### config.mk
export PLATFORM = sky130hd
export DESIGN_NAME = scl_config_loader
export DESIGN_NICKNAME = d
export VERILOG_FILES = /design/src/common/scl_pkg.sv /design/src/hw/scl_config_loader.sv /design/src/hw/scl_edge_detect.sv /design/src/hw/scl_pulse_stretch_check.sv
export SDC_FILE = /design/constraint.sdc
export NUM_CORES = 1
export LEC_CHECK = 0
export BUFFER_PORTS_ARGS = -buffer_cell sky130_fd_sc_hd__buf_4
export CORE_ASPECT_RATIO = 1.2
export CORE_MARGIN = 5
export CORE_UTILIZATION = 45
export DETAILED_ROUTE_END_ITERATION = 12
export MAX_ROUTING_LAYER = met4
export SYNTH_ARGS = -nofsm -noshare
export SYNTH_HDL_FRONTEND = slang
export SYNTH_SLANG_ARGS = --single-unit
### constraint.sdc
create_clock -name sys_clk -period 3.4 [get_ports sys_clk]
set_input_delay 0.17 -clock sys_clk [delete_from_list [all_inputs] [get_ports sys_clk]]
set_output_delay 0.17 -clock sys_clk [all_outputs]
set_load 0.005 [all_outputs]
### src/common/scl_pkg.sv
package scl_pkg;

  // Times in their own units, cycle counts derived at 100 MHz
  localparam int CLK_PERIOD_NS       = 10;
  localparam int POR_DELAY_US        = 4000;
  localparam int POR_DELAY_CYC       = POR_DELAY_US * 1000 / CLK_PERIOD_NS;
  localparam int INIT_MIN_US         = 175;
  localparam int INIT_MAX_US         = 437;
  localparam int INIT_OSC_CYC        = INIT_MIN_US * 1000 / CLK_PERIOD_NS;
  localparam int USR_ENABLE_PERIODS  = 4;
  localparam int USR_INIT_PERIODS    = 8576;
  localparam int STROBE_MIN_NS       = 250;
  localparam int STROBE_MIN_CYC      = (STROBE_MIN_NS + CLK_PERIOD_NS - 1) / CLK_PERIOD_NS;
  localparam int EXTRA_FALL_EDGES    = 2;
  localparam int OSC_MIN_KHZ         = 5300;
  localparam int OSC_MAX_KHZ         = 12500;
  // Default bitstream length: smallest documented size
  localparam longint BITSTREAM_BITS  = 64'd137598880;
  localparam int CNT_W               = 32;
  localparam int CONFIG_CLOCK_MAX_CYC        = 8;

  typedef enum logic [2:0] {
    SCL_POR,
    SCL_CLEAR,
    SCL_LOAD,
    SCL_WAIT_EDGES,
    SCL_INIT,
    SCL_USER
  } scl_state_t;

  typedef struct packed {
    logic cfgStatusOut;
    logic cfgStatusOe;
    logic cfgComplete;
    logic initDoneOut;
    logic initDoneOe;
  } scl_pins_t;

endpackage : scl_pkg

### src/hw/scl_config_loader.sv
`timescale 1ns/1ns
`default_nettype none
// Operation
// - Request low leaves user mode, restarts configuration
// - Status held low through power-on delay
// - Status released high when ready
// - Complete low during power-up and loading
// - Complete rises after all bits received
// - Serial pin released as user pin
// - Init-done low until initialization ends
// - Oscillator init takes 175 to 437 us
// - User clock enabled after four clock periods
// - User-clock init lasts 8576 user periods
// - Watchdog tolerates 5.3 to 12.5 MHz
module scl_config_loader #(
  parameter int     POR_CYC       = scl_pkg::POR_DELAY_CYC,
  parameter int     INIT_CYC      = scl_pkg::INIT_OSC_CYC,
  parameter int     USR_PERIODS   = scl_pkg::USR_INIT_PERIODS,
  parameter longint BITS          = scl_pkg::BITSTREAM_BITS,
  parameter int     WDOG_TICKS    = 65536
) (
  input  wire logic         sys_clk,
  input  wire logic         rstn,
  input  wire logic         reconfig_request_n,
  input  wire logic         config_clock,
  input  wire logic         config_serial_in,
  input  wire logic         user_init_clock,
  input  wire logic         initDoneEnable,
  input  wire logic         userClockInitSel,
  input  wire logic         oscTick,
  input  wire logic         reconfigStrobe,
  input  wire logic         watchdogRestart,
  input  wire logic         watchdogEnable,
  input  wire logic         userPinOut,
  input  wire logic         userPinOe,
  output scl_pkg::scl_pins_t pins,
  output logic              serialPinOut,
  output logic              serialPinOe,
  output logic              serialPinUserIn,
  output logic              bitValid,
  output logic              bitData,
  output logic              userMode,
  output logic              watchdogExpired
);
  scl_pkg::scl_state_t state;
  scl_pkg::scl_state_t next_state;

  logic [scl_pkg::CNT_W-1:0] cnt;
  logic [scl_pkg::CNT_W-1:0] next_cnt;
  logic [scl_pkg::CNT_W-1:0] bitCnt;
  logic [1:0]                edgeCnt;
  logic [scl_pkg::CNT_W-1:0] wdog;
  logic                      optLoaded;

  logic dclkRise;
  logic dclkFall;
  logic usrRise;
  logic usrUnused;
  logic dclkUnused;
  logic reconfigOk;
  logic restartOk;

  scl_edge_detect uDclk (
    .sys_clk (sys_clk),
    .rstn    (rstn),
    .sig     (config_clock),
    .rise    (dclkRise),
    .fall    (dclkFall)
  );

  scl_edge_detect uUsr (
    .sys_clk (sys_clk),
    .rstn    (rstn),
    .sig     (user_init_clock),
    .rise    (usrRise),
    .fall    (usrUnused)
  );

  scl_pulse_stretch_check #(.MIN_CYC(scl_pkg::STROBE_MIN_CYC)) uReconf (
    .sys_clk  (sys_clk),
    .rstn     (rstn),
    .strobe   (reconfigStrobe),
    .accepted (reconfigOk)
  );

  scl_pulse_stretch_check #(.MIN_CYC(scl_pkg::STROBE_MIN_CYC)) uRestart (
    .sys_clk  (sys_clk),
    .rstn     (rstn),
    .strobe   (watchdogRestart),
    .accepted (restartOk)
  );

  assign dclkUnused = dclkRise & dclkFall;

  wire restartReq  = !reconfig_request_n || reconfigOk || watchdogExpired;
  wire lastBit     = (bitCnt == scl_pkg::CNT_W'(BITS - 1));
  wire edgesDone   = (edgeCnt == 2'(scl_pkg::EXTRA_FALL_EDGES - 1));
  wire porDone     = (cnt == scl_pkg::CNT_W'(POR_CYC - 1));
  // User clock counted only after the enable delay of four clock periods
  wire [scl_pkg::CNT_W-1:0] usrEnDelay =
    scl_pkg::CNT_W'(scl_pkg::USR_ENABLE_PERIODS * scl_pkg::CONFIG_CLOCK_MAX_CYC);
  wire usrInitDone = (cnt == usrEnDelay + scl_pkg::CNT_W'(USR_PERIODS));
  wire oscInitDone = (cnt == scl_pkg::CNT_W'(INIT_CYC - 1));

  always_comb begin
    next_state = state;
    next_cnt   = cnt;
    case (state)
      scl_pkg::SCL_POR: begin
        next_cnt = cnt + 1'b1;
        if (porDone) begin
          next_state = scl_pkg::SCL_CLEAR;
          next_cnt   = '0;
        end
      end
      scl_pkg::SCL_CLEAR: begin
        if (reconfig_request_n) next_state = scl_pkg::SCL_LOAD;
      end
      scl_pkg::SCL_LOAD: begin
        if (dclkRise && lastBit) next_state = scl_pkg::SCL_WAIT_EDGES;
      end
      scl_pkg::SCL_WAIT_EDGES: begin
        if (dclkFall && edgesDone) begin
          next_state = scl_pkg::SCL_INIT;
          next_cnt   = '0;
        end
      end
      scl_pkg::SCL_INIT: begin
        if (userClockInitSel) begin
          if (cnt < usrEnDelay) next_cnt = cnt + 1'b1;
          else if (usrRise)     next_cnt = cnt + 1'b1;
          if (usrInitDone) next_state = scl_pkg::SCL_USER;
        end else begin
          next_cnt = cnt + 1'b1;
          if (oscInitDone) next_state = scl_pkg::SCL_USER;
        end
      end
      scl_pkg::SCL_USER: next_state = scl_pkg::SCL_USER;
      default: next_state = scl_pkg::SCL_POR;
    endcase
    if (restartReq && state != scl_pkg::SCL_POR) begin
      next_state = scl_pkg::SCL_CLEAR;
      next_cnt   = '0;
    end
  end

  always_ff @(posedge sys_clk) begin
    if (!rstn) begin
      state <= scl_pkg::SCL_POR;
      cnt   <= '0;
    end else begin
      state <= next_state;
      cnt   <= next_cnt;
    end
  end

  // Bit counter and sampled data on rising clock edges
  always_ff @(posedge sys_clk) begin
    if (!rstn || state != scl_pkg::SCL_LOAD) begin
      bitCnt   <= '0;
      bitValid <= 1'b0;
      bitData  <= 1'b0;
    end else begin
      bitValid <= dclkRise;
      if (dclkRise) begin
        bitData <= config_serial_in;
        bitCnt  <= bitCnt + 1'b1;
      end
    end
  end

  always_ff @(posedge sys_clk) begin
    if (!rstn || state != scl_pkg::SCL_WAIT_EDGES) edgeCnt <= 2'h0;
    else if (dclkFall)                             edgeCnt <= edgeCnt + 2'h1;
  end

  // Option bit counts as loaded once loading has finished
  always_ff @(posedge sys_clk) begin
    if (!rstn || state == scl_pkg::SCL_CLEAR) optLoaded <= 1'b0;
    else if (state == scl_pkg::SCL_WAIT_EDGES) optLoaded <= initDoneEnable;
  end

  // Watchdog counts oscillator ticks; limit sized for the fastest oscillator
  always_ff @(posedge sys_clk) begin
    if (!rstn || state != scl_pkg::SCL_USER || !watchdogEnable || restartOk)
      wdog <= '0;
    else if (oscTick)
      wdog <= wdog + 1'b1;
  end

  always_ff @(posedge sys_clk) begin
    if (!rstn) watchdogExpired <= 1'b0;
    else       watchdogExpired <= (wdog == scl_pkg::CNT_W'(WDOG_TICKS)) && !watchdogExpired;
  end

  // Open-drain: enable high pulls low
  always_ff @(posedge sys_clk) begin
    if (!rstn) begin
      pins     <= '{cfgStatusOut: 1'b0, cfgStatusOe: 1'b1, cfgComplete: 1'b0,
                    initDoneOut: 1'b0, initDoneOe: 1'b0};
      userMode <= 1'b0;
    end else begin
      pins.cfgStatusOut <= 1'b0;
      pins.cfgStatusOe  <= (next_state == scl_pkg::SCL_POR) ||
                           (next_state == scl_pkg::SCL_CLEAR);
      pins.cfgComplete  <= (next_state == scl_pkg::SCL_WAIT_EDGES) ||
                           (next_state == scl_pkg::SCL_INIT) ||
                           (next_state == scl_pkg::SCL_USER);
      pins.initDoneOut  <= 1'b0;
      pins.initDoneOe   <= optLoaded && (next_state != scl_pkg::SCL_USER)
                           && (next_state != scl_pkg::SCL_CLEAR);
      userMode          <= (next_state == scl_pkg::SCL_USER);
    end
  end

  // Serial pin becomes a user pin in user mode
  assign serialPinOut    = userMode ? userPinOut : 1'b0;
  assign serialPinOe     = userMode ? userPinOe : 1'b0;
  assign serialPinUserIn = userMode ? config_serial_in : 1'b0;
  // clock left steady by host; no edges expected after init
endmodule : scl_config_loader
`default_nettype wire

### src/hw/scl_edge_detect.sv
`timescale 1ns/1ns
`default_nettype none
module scl_edge_detect (
  input  wire logic sys_clk,
  input  wire logic rstn,
  input  wire logic sig,
  output logic      rise,
  output logic      fall
);
  logic prev;

  always_ff @(posedge sys_clk) begin
    if (!rstn) prev <= 1'b0;
    else       prev <= sig;
  end

  assign rise = sig & ~prev;
  assign fall = ~sig & prev;
endmodule : scl_edge_detect
`default_nettype wire

### src/hw/scl_pulse_stretch_check.sv
`timescale 1ns/1ns
`default_nettype none
// Accepts a strobe only after it has stood high for the minimum width
module scl_pulse_stretch_check #(
  parameter int MIN_CYC = 25
) (
  input  wire logic sys_clk,
  input  wire logic rstn,
  input  wire logic strobe,
  output logic      accepted
);
  logic [15:0] run;
  wire         reached = (run == 16'(MIN_CYC - 1));
  wire         spent   = (run == 16'(MIN_CYC));

  // Count parks at the width, one past the trigger value, so a held strobe never pulses twice
  always_ff @(posedge sys_clk) begin
    if (!rstn)          run <= 16'h0000;
    else if (!strobe)   run <= 16'h0000;
    else if (!spent)    run <= run + 16'h0001;
  end

  // One pulse when the width is first met; short glitches are ignored
  always_ff @(posedge sys_clk) begin
    if (!rstn) accepted <= 1'b0;
    else       accepted <= strobe && reached;
  end
endmodule : scl_pulse_stretch_check
`default_nettype wire

## Yosys cells after proc, flatten, opt, wreduce, memory -nomap -nowiden

Cells that the tools add are included.

| cells by class | value |
|---|---|
| $add $sub $neg | 6 |
| multiply operators | 0 |
| div/mod/pow operators | 0 |
| magnitude comparators | 1 |
| equality and inequality tests | 26 |
| shift operators | 0 |
| mux-type cells | 18 |
| bitwise gates (word level) | 7 |
| reductions and logical operators | 31 |

Operators with widths:

| kind | number |
|---|---|
| $mux W32 | 5 |
| $add A32 B1 Y32 const B | 3 |
| $pmux W32 S3 | 1 |
| $eq A16 B5 Y1 const B | 4 |
| $add A16 B1 Y16 const B | 2 |
| $eq A32 B14 Y1 const B | 1 |
| $eq A32 B15 Y1 const B | 1 |
| $eq A32 B17 Y1 const B | 1 |
| $eq A32 B19 Y1 const B | 1 |
| $eq A32 B28 Y1 const B | 1 |
| $lt A32 B6 Y1 const B | 1 |
| $mux W3 | 8 |
| $pmux W3 S6 | 1 |
| $eq A3 B3 Y1 const B | 4 |
| $logic_or A1 B1 Y1 | 11 |
| $eq A3 B2 Y1 const B | 3 |
| $logic_and A1 B1 Y1 | 8 |
| $eq A3 B1 Y1 const B | 2 |
| $logic_not A3 Y1 | 2 |
| $ne A3 B2 Y1 const B | 2 |
| $ne A3 B3 Y1 const B | 2 |
| $reduce_bool A3 Y1 | 2 |
| $logic_not A1 Y1 | 4 |
| $ne A4 B3 Y1 const B | 1 |
| other kinds (10) | 18 |

| storage, ports and cells | value |
|---|---|
| flip-flop bits (word level) | 147 |
| latch bits | 0 |
| bits in writable memories | 0 |
| memory bits (read-only) | 0 |
| bits of input ports | 14 |
| logic and storage cells | 110 |
| memories | 0 |

## Logic depth before layout (Yosys ltp)

Gate-level depths: netlist of the first run.

| logic depth | value |
|---|---|
| word-level depth | 9 |
| mapped depth | 11 |
| depth with buffers taken out | 8 |

## Cells and area by module

Synthesis of the first run repeated with hierarchy kept, for this count alone.

| second synthesis, totals | value |
|---|---|
| cells, all modules | 815 |
| area, all modules | 6,979.2 µm² |

By module, submodules not included:

| module | instances | cells an instance | area an instance (µm²) | sequential area each (µm²) |
|---|---|---|---|---|
| scl_config_loader | 1 | 623 | 5,245.0 | 2,182.1 |
| scl_pulse_stretch_check | 2 | 92 | 828.3 | 340.3 |
| scl_edge_detect | 2 | 4 | 38.8 | 20.0 |

## Worst setup path before layout of the first run

Ideal clock, no wire load.

| timing path | value |
|---|---|
| path kind | reg-to-reg |
| start | register cnt[13] in the netlist's numbering |
| end | register cnt[9] in the netlist's numbering |
| arrival time | 2.304 ns |
| data required time | 3.283 ns |
| path slack | 0.979 ns |
| cell stages (with the launch flop) | 10 |
| buffers on the path | 3 |
| path through | dfxtp_1 -> clkbuf_1 -> or3_1 -> or4_4 -> nor4_2 -> or3_1 -> buf_2 -> nor2_2 -> buf_6 -> a22o_1 |

| on the way | value |
|---|---|
| word-level cells in the longest chain between the ends | 4 |

RTL lines:

| element | line | source |
|---|---|---|
| from (decl) | scl_config_loader.sv:48 | `logic [scl_pkg::CNT_W-1:0] cnt;` |
| from (signal assigned) | scl_config_loader.sv:153 | `cnt <= next_cnt;` |
| $lt A32 B6 Y1 | scl_config_loader.sv:130 | `if (cnt < usrEnDelay) next_cnt = cnt + 1'b1;` |
| $mux W32 | scl_config_loader.sv:130 |  |
| $mux W32 | scl_config_loader.sv:129 | `if (userClockInitSel) begin` |
| $pmux W32 S3 | scl_config_loader.sv:108 | `case (state)` |

Several ways; a longest one is shown, not always the timed one.
A chain may end at the register's enable or synchronous reset.

## Worst setup path in the final report of the first run

| timing path | value |
|---|---|
| start | register cnt[7] in the netlist's numbering |
| end | register cnt[12] in the netlist's numbering |

| on the way | value |
|---|---|
| word-level cells in the longest chain between the ends | 5 |

RTL lines:

| element | line | source |
|---|---|---|
| $add A32 B1 Y32 | -- |  |
| $mux W32 | scl_config_loader.sv:131 | `else if (usrRise) next_cnt = cnt + 1'b1;` |
| $mux W32 | scl_config_loader.sv:130 |  |
| $mux W32 | scl_config_loader.sv:129 |  |
| $pmux W32 S3 | scl_config_loader.sv:108 |  |

Several ways; a longest one is shown, not always the timed one. The select of a mux whose other input is x is not followed.

==> impl_metrics.ini, run 1 <==
[outcome]
outcome = finished clean

[power]
p_int_mw = 2.91
total_power_mw = 3.67
p_switching_mw = 0.765
clkPwrFrac = 0.510
swShare = 0.208
power.share.sequential = 0.467
combPwrFrac = 0.023
vdd_ir_drop_max_v = 0.000315
p_leak_nw = 2.69
power.density_nw_per_um2 = 462

[timing]
hold_viol = 0
clock.fmax_ghz = 0.357
worstMarginPinSlew_ps = 1110
period_needed_ps = 2800
clock_skew_ps = 9.91
finalSetupViolCount = 0
rsz0062_at_grt = false
setup_ws_ps = 599
max_slew_margin = 0.253
report.final.slew_viol_count = 0
tns_ps = 0
fin_crit_sh = 0.824
whs_ps = 20.1

[critical_path]
worstSetupPathType = flop to flop
end_kind = flop
path_max_fanout = 26
worstPathRequired_ps = 3750
critPathBufInv = 0
path_cells = or3_1, nor4_1, a41oi_1, or2_1, nor2_2, a22o_1
cp_slowest_stage_delay_ps = 610
arrival_ps = 3160
crit_slowest_cell = nor2_2
path_delay_family = simple AND/OR/NAND/NOR gates
start_kind = flop

[grt]
antenna_found_initial = 0
track_usage = 0.190
grt_max_degree = 33
grt_pass1_wl_um = 27500
grt_pass1_vias = 5883
gr-total-overflow = 0

[synthesis]
seq_area_frac_synth = 0.413
ys_top_cells_by_area = dfxtp_1 (41%), xor2_1 (6.7%), nor2_1 (6.5%)
yosys.area.top_type_share = 0.413
synth_edf_count = 0
synth_area_per_cell_um2 = 8.25
synth_ff_type = dfxtp_1
yosys.area.top_type = dfxtp_1
ys_warn_count = 0
ys_seq_elements = 145
syn_inst = 852
syn_area_um2 = 7030
yosys-top-cells-count = dfxtp_1 (145), nor2_1 (122), nand2_1 (81)
ys_types = 59
yosysMostFrequentCell = dfxtp_1
async_flop_share = 0

[cts]
cts_root_buf = clkbuf_16
clockBufferDepth = 2
clock_latency_ps = 420
cts_tree = built
htreeDepth = 4
numCtsBuffers = 17
clkSlewWorstSetupHoldPaths_ps = 60
cts_resized = 0
clock-sinks = 145

[drt]
top_layer = met4
met2_length_um = 8010
num_vias = 6145
drtAntennaViolNets = 0
wl_met3_um = 621
drtPass1Iterations = 7
wl_met1_um = 7240
dr.first_iter.drc_count = 358
drcViolationCount = 0
wl_um = 16200
post_drt_wl_per_cell_um = 14.9
via_per_inst = 5.64

[place]
placed_cell_area_um2 = 7340
numPortBuffers = 23
dp_slack_ps = 633
gp_congestion = 0.921
hpwl_um = 11500
dp_cells = 1056

[final_layout]
num-nets-final = 895
final_layout_size_suffix_gt1_frac = 0.0772
instances_no_fill = 1089
n_fill_cell = 1491
fin_util = 0.514
area_delta_synth_final_pct = 13.1
diodes = 0
final_cell_area_um2 = 7950

[floorplanning]
rows = 50
design.core.area_um2 = 15500
die_area_um2 = 18200
ios = 26
fp.dieH_um = 147
die_w_um = 124
start_util = 0.455

[min_path]
hold_path_class = input pin to flop

[flow_run]
cap_violations = 0
-- final timing paths --
kind                     startpoint                    to  slack (ps)  cells after the start
min reg2reg  optLoaded$_SDFFE_PP0P_    pins[0]$_SDFF_PN0_         450                      2
max             cnt[7]$_SDFFE_PP0P_  cnt[12]$_SDFFE_PP0P_         600                      6
min                 user_init_clock  uUsr.prev$_SDFF_PN0_          20                      3
max reg2reg     cnt[7]$_SDFFE_PP0P_  cnt[12]$_SDFFE_PP0P_         600                      6
-- kinds of logic (layout without fill, tap and decap cells) --
group	after synthesis	count (layout)	share of synthesized area
simple gates	452	452	0.332
flops	145	145	0.413
compound gates	105	105	0.0990
xor+xnor	76	76	0.0947
buf+inv	59	87	0.0365
fa+ha+maj	12	12	0.0214
mux	2	2	0.00303
other cells	1	2	0.000534
-- layer usage --
layer  vias up  GRT usage
met3        24     0.0404
met4         0     0.0685
met1      2916      0.232
met5         -          -
li1       3082          -
met2       123      0.307
-- registers in the layout, summed over array words and instances, names as in the netlist, 2 cells and up --
name and count:
bitCnt 32, cnt 32, wdog 32, uReconf.run 16, uRestart.run 16, pins 3
state 3, edgeCnt 2
-- repair_timing --
action	4_1_cts	5_1_grt
hold endpoints to repair	2	0
buffers inserted	0	0
hold buffers	2	0
-- power groups by stage --
stage	logic, mW	clock network [mW]	registers [mW]
final	0.0843	1.87	1.71
after global routing	0.0931	1.98	1.71
after CTS	0.0843	1.91	1.71
after detailed placement	0.0819	0	1.75
after global placement	0.0795	0	1.75
after floorplan	0.0552	0	1.75
-- worst register-to-register path: cells and delay by family (launching register included) --
family / cells / cell delay (ps)
AO/OA/AOI/OAI: 2 / 460
AND/OR/NAND/NOR: 4 / 1920
flip-flops: 1 / 350
-- placed cells by master (no fill, tap or decap), types with 3 or more instances in the layout --
cell type  count
a21o_1        10
a21oi_1       32
a22o_1        11
a31oi_1        8
and2_1        13
and3_1        14
and4_1        16
buf_4         28
bufinv_16      3
clkbuf_1       3
clkbuf_16     17
clkinv_2       4
dfxtp_1      145
ha_1          12
inv_1         25
nand2_1       81
nand2b_1       3
nand3_1       60
nand4_1       37
nor2_1       122
nor2b_1        3
nor3_1        18
nor4_1        26
o211ai_1       4
o21ai_0       17
o22ai_1        5
o31ai_1        3
or3_1         21
or4_1         20
xnor2_1       22
xor2_1        54
-- layout make-up --
class	count	area, µm²	area share
Sequential cell	145	2900	0.365
Clock inverter	10	135	0.0170
Multi-Input combinational cell	649	3870	0.487
Clock buffer	21	450	0.0567
Timing Repair Buffer	30	230	0.0290
Tap cell	208	260	0.0327
Inverter	26	97.6	0.0123
(Power assumes the default switching activity.)
==> run 2, diff against run 1 <==
Settings changed: ABC_AREA set to 1.
Clock period 3.4 ns to 2.7 ns, I/O delays scaled along.
==> impl_metrics.ini, run 2 <==
[timing]
fin_crit_sh = 0.760
hold_viol = 0
period_needed_ps = 2050
worstMarginPinSlew_ps = 754
tns_ps = 0
whs_ps = 28.9
clock.fmax_ghz = 0.487
setup_ws_ps = 647
rsz0062_at_grt = false
finalSetupViolCount = 0
report.final.slew_viol_count = 0
max_slew_margin = 0.493
clock_skew_ps = 12.3

[cts]
cts_tree = built
clock-sinks = 145
postCtsSetupBuffers = 0
clockBufferDepth = 2
htreeDepth = 4
cts_root_buf = clkbuf_16
clkSlewWorstSetupHoldPaths_ps = 60
numCtsBuffers = 17
clock_latency_ps = 430
cts_resized = 0

[synthesis]
yosys.area.top_type_share = 0.344
async_flop_share = 0
ys_top_cells_by_area = dfxtp_1 (34%), nand2_1 (15%), nor2_1 (10%)
ys_types = 46
synth_ff_type = dfxtp_1
yosys-top-cells-count = nand2_1 (339), nor2_1 (231), inv_1 (160)
yosys.area.top_type = dfxtp_1
syn_inst = 1330
synth_edf_count = 0
ys_warn_count = 0
ys_seq_elements = 145
syn_area_um2 = 8440
yosysMostFrequentCell = nand2_1
synth_area_per_cell_um2 = 6.34
seq_area_frac_synth = 0.344

[critical_path]
crit_top_cell = nand2_1
cp_slowest_stage_delay_ps = 380
worstPathRequired_ps = 3010
crit_slowest_cell = dfxtp_1
end_kind = flop
arrival_ps = 2360
start_kind = flop
path_max_fanout = 8
worstSetupPathType = flop to flop
path_cells = ha_1, inv_1, nor2_4, nand2_2, nor2_1, nand3_1, nand2_1, nand2_1, nand2_1, nor2_1
ff2ff_path_depth = 10

[final_layout]
num-nets-final = 1390
top_regs = bitCnt x32, cnt x32, wdog x32
diodes = 0
final_layout_size_suffix_gt1_frac = 0.0937
mostFrequentLayoutCell = nand2_1
area_delta_synth_final_pct = 12.2
instances_no_fill = 1629
fin_util = 0.517
final_cell_area_um2 = 9470
n_fill_cell = 1895
seq_area_um2 = 2900
layout_common_cells = nand2_1 (339), nor2_1 (231), inv_1 (160)
multi_input_area_um2 = 4750

[outcome]
outcome = finished clean

[floorplanning]
die_w_um = 135
rows = 54
start_util = 0.461
design.core.area_um2 = 18300
fp.dieH_um = 160
die_area_um2 = 21600
ios = 26

[grt]
grt_pass1_wl_um = 36400
grt_max_degree = 24
grt_pass1_vias = 7661
antenna_found_initial = 0
track_usage = 0.209
gr-total-overflow = 0

[place]
placed_cell_area_um2 = 8860
hpwl_um = 16000
numPortBuffers = 23
dp_slack_ps = 700
gp_congestion = 0.905
dp_cells = 1592

[flow_run]
cap_violations = 0

[power]
vdd_ir_drop_max_v = 0.000421
power.density_nw_per_um2 = 482
p_int_mw = 3.41
p_leak_nw = 3.38
total_power_mw = 4.56
clkPwrFrac = 0.503
p_switching_mw = 1.15
combPwrFrac = 0.024
power.share.sequential = 0.473
swShare = 0.253

[drt]
drtAntennaViolNets = 0
via_per_inst = 4.99
drcViolationCount = 0
num_vias = 8133
drtPass1Iterations = 5
wl_um = 21200
post_drt_wl_per_cell_um = 13.0
dr.first_iter.drc_count = 493

[min_path]
hold_depth = 3
hold_path_class = input pin to flop
## run 2: layer usage
layer / global-route usage / part of all wire
met5: - / 0
met4: 0.0582 / 0.016
met3: 0.0346 / 0.032
met2: 0.341 / 0.48
met1: 0.269 / 0.48
## run 2: worst paths after layout
path / start / to / slack (ps)
setup / recovery: cnt[0]$_SDFFE_PP0P_ / cnt[2]$_SDFFE_PP0P_ / 650
hold / removal: rstn / uUsr.prev$_SDFF_PN0_ / 30
setup reg to reg: cnt[0]$_SDFFE_PP0P_ / cnt[2]$_SDFFE_PP0P_ / 650
hold reg to reg: uReconf.run[15]$_SDFFE_PN0P_ / uReconf.run[15]$_SDFFE_PN0P_ / 450
## run 2: critical path: cells and delay by family (launching register included)
family        cells  cell delay [ps]
buf+inv           1              100
flops             1              380
simple gates      8             1230
fa+ha+maj         1              220
## run 2: area by class of cell
class,count,share of cell area
inverters,174,0.0690
well taps,252,0.0333
clock inverters,15,0.0147
multi-input cells,990,0.502
flip-flops and latches,145,0.307
repair buffers,36,0.0299
clock buffers,17,0.0449
## run 2: power by group through the flow
stage | Combinational (mW) | Sequential [mW] | Clock [mW]
finish | 0.111 | 2.15 | 2.29
global route | 0.127 | 2.16 | 2.44
CTS | 0.112 | 2.15 | 2.34
detailed placement | 0.105 | 2.20 | 0
global placement | 0.105 | 2.20 | 0
floorplan | 0.0677 | 2.20 | 0
## run 2: cells by family after synthesis
family / after synthesis / synth area share
AOI/OAI and AO/OA: 175 / 0.116
xor gates and xnor gates: 30 / 0.0311
adders and majority gates: 12 / 0.0178
buffers and inverters: 196 / 0.0931
DFF: 145 / 0.344
other: 1 / 0.000444
and+or+nand+nor: 771 / 0.398
## run 2: what timing repair did
| item | CTS | global route |
|---|---|---|
| endpoints found under the setup margin | 0 | 0 |
| hold buffers | 5 | 0 |
| hold endpoints to repair | 5 | 0 |
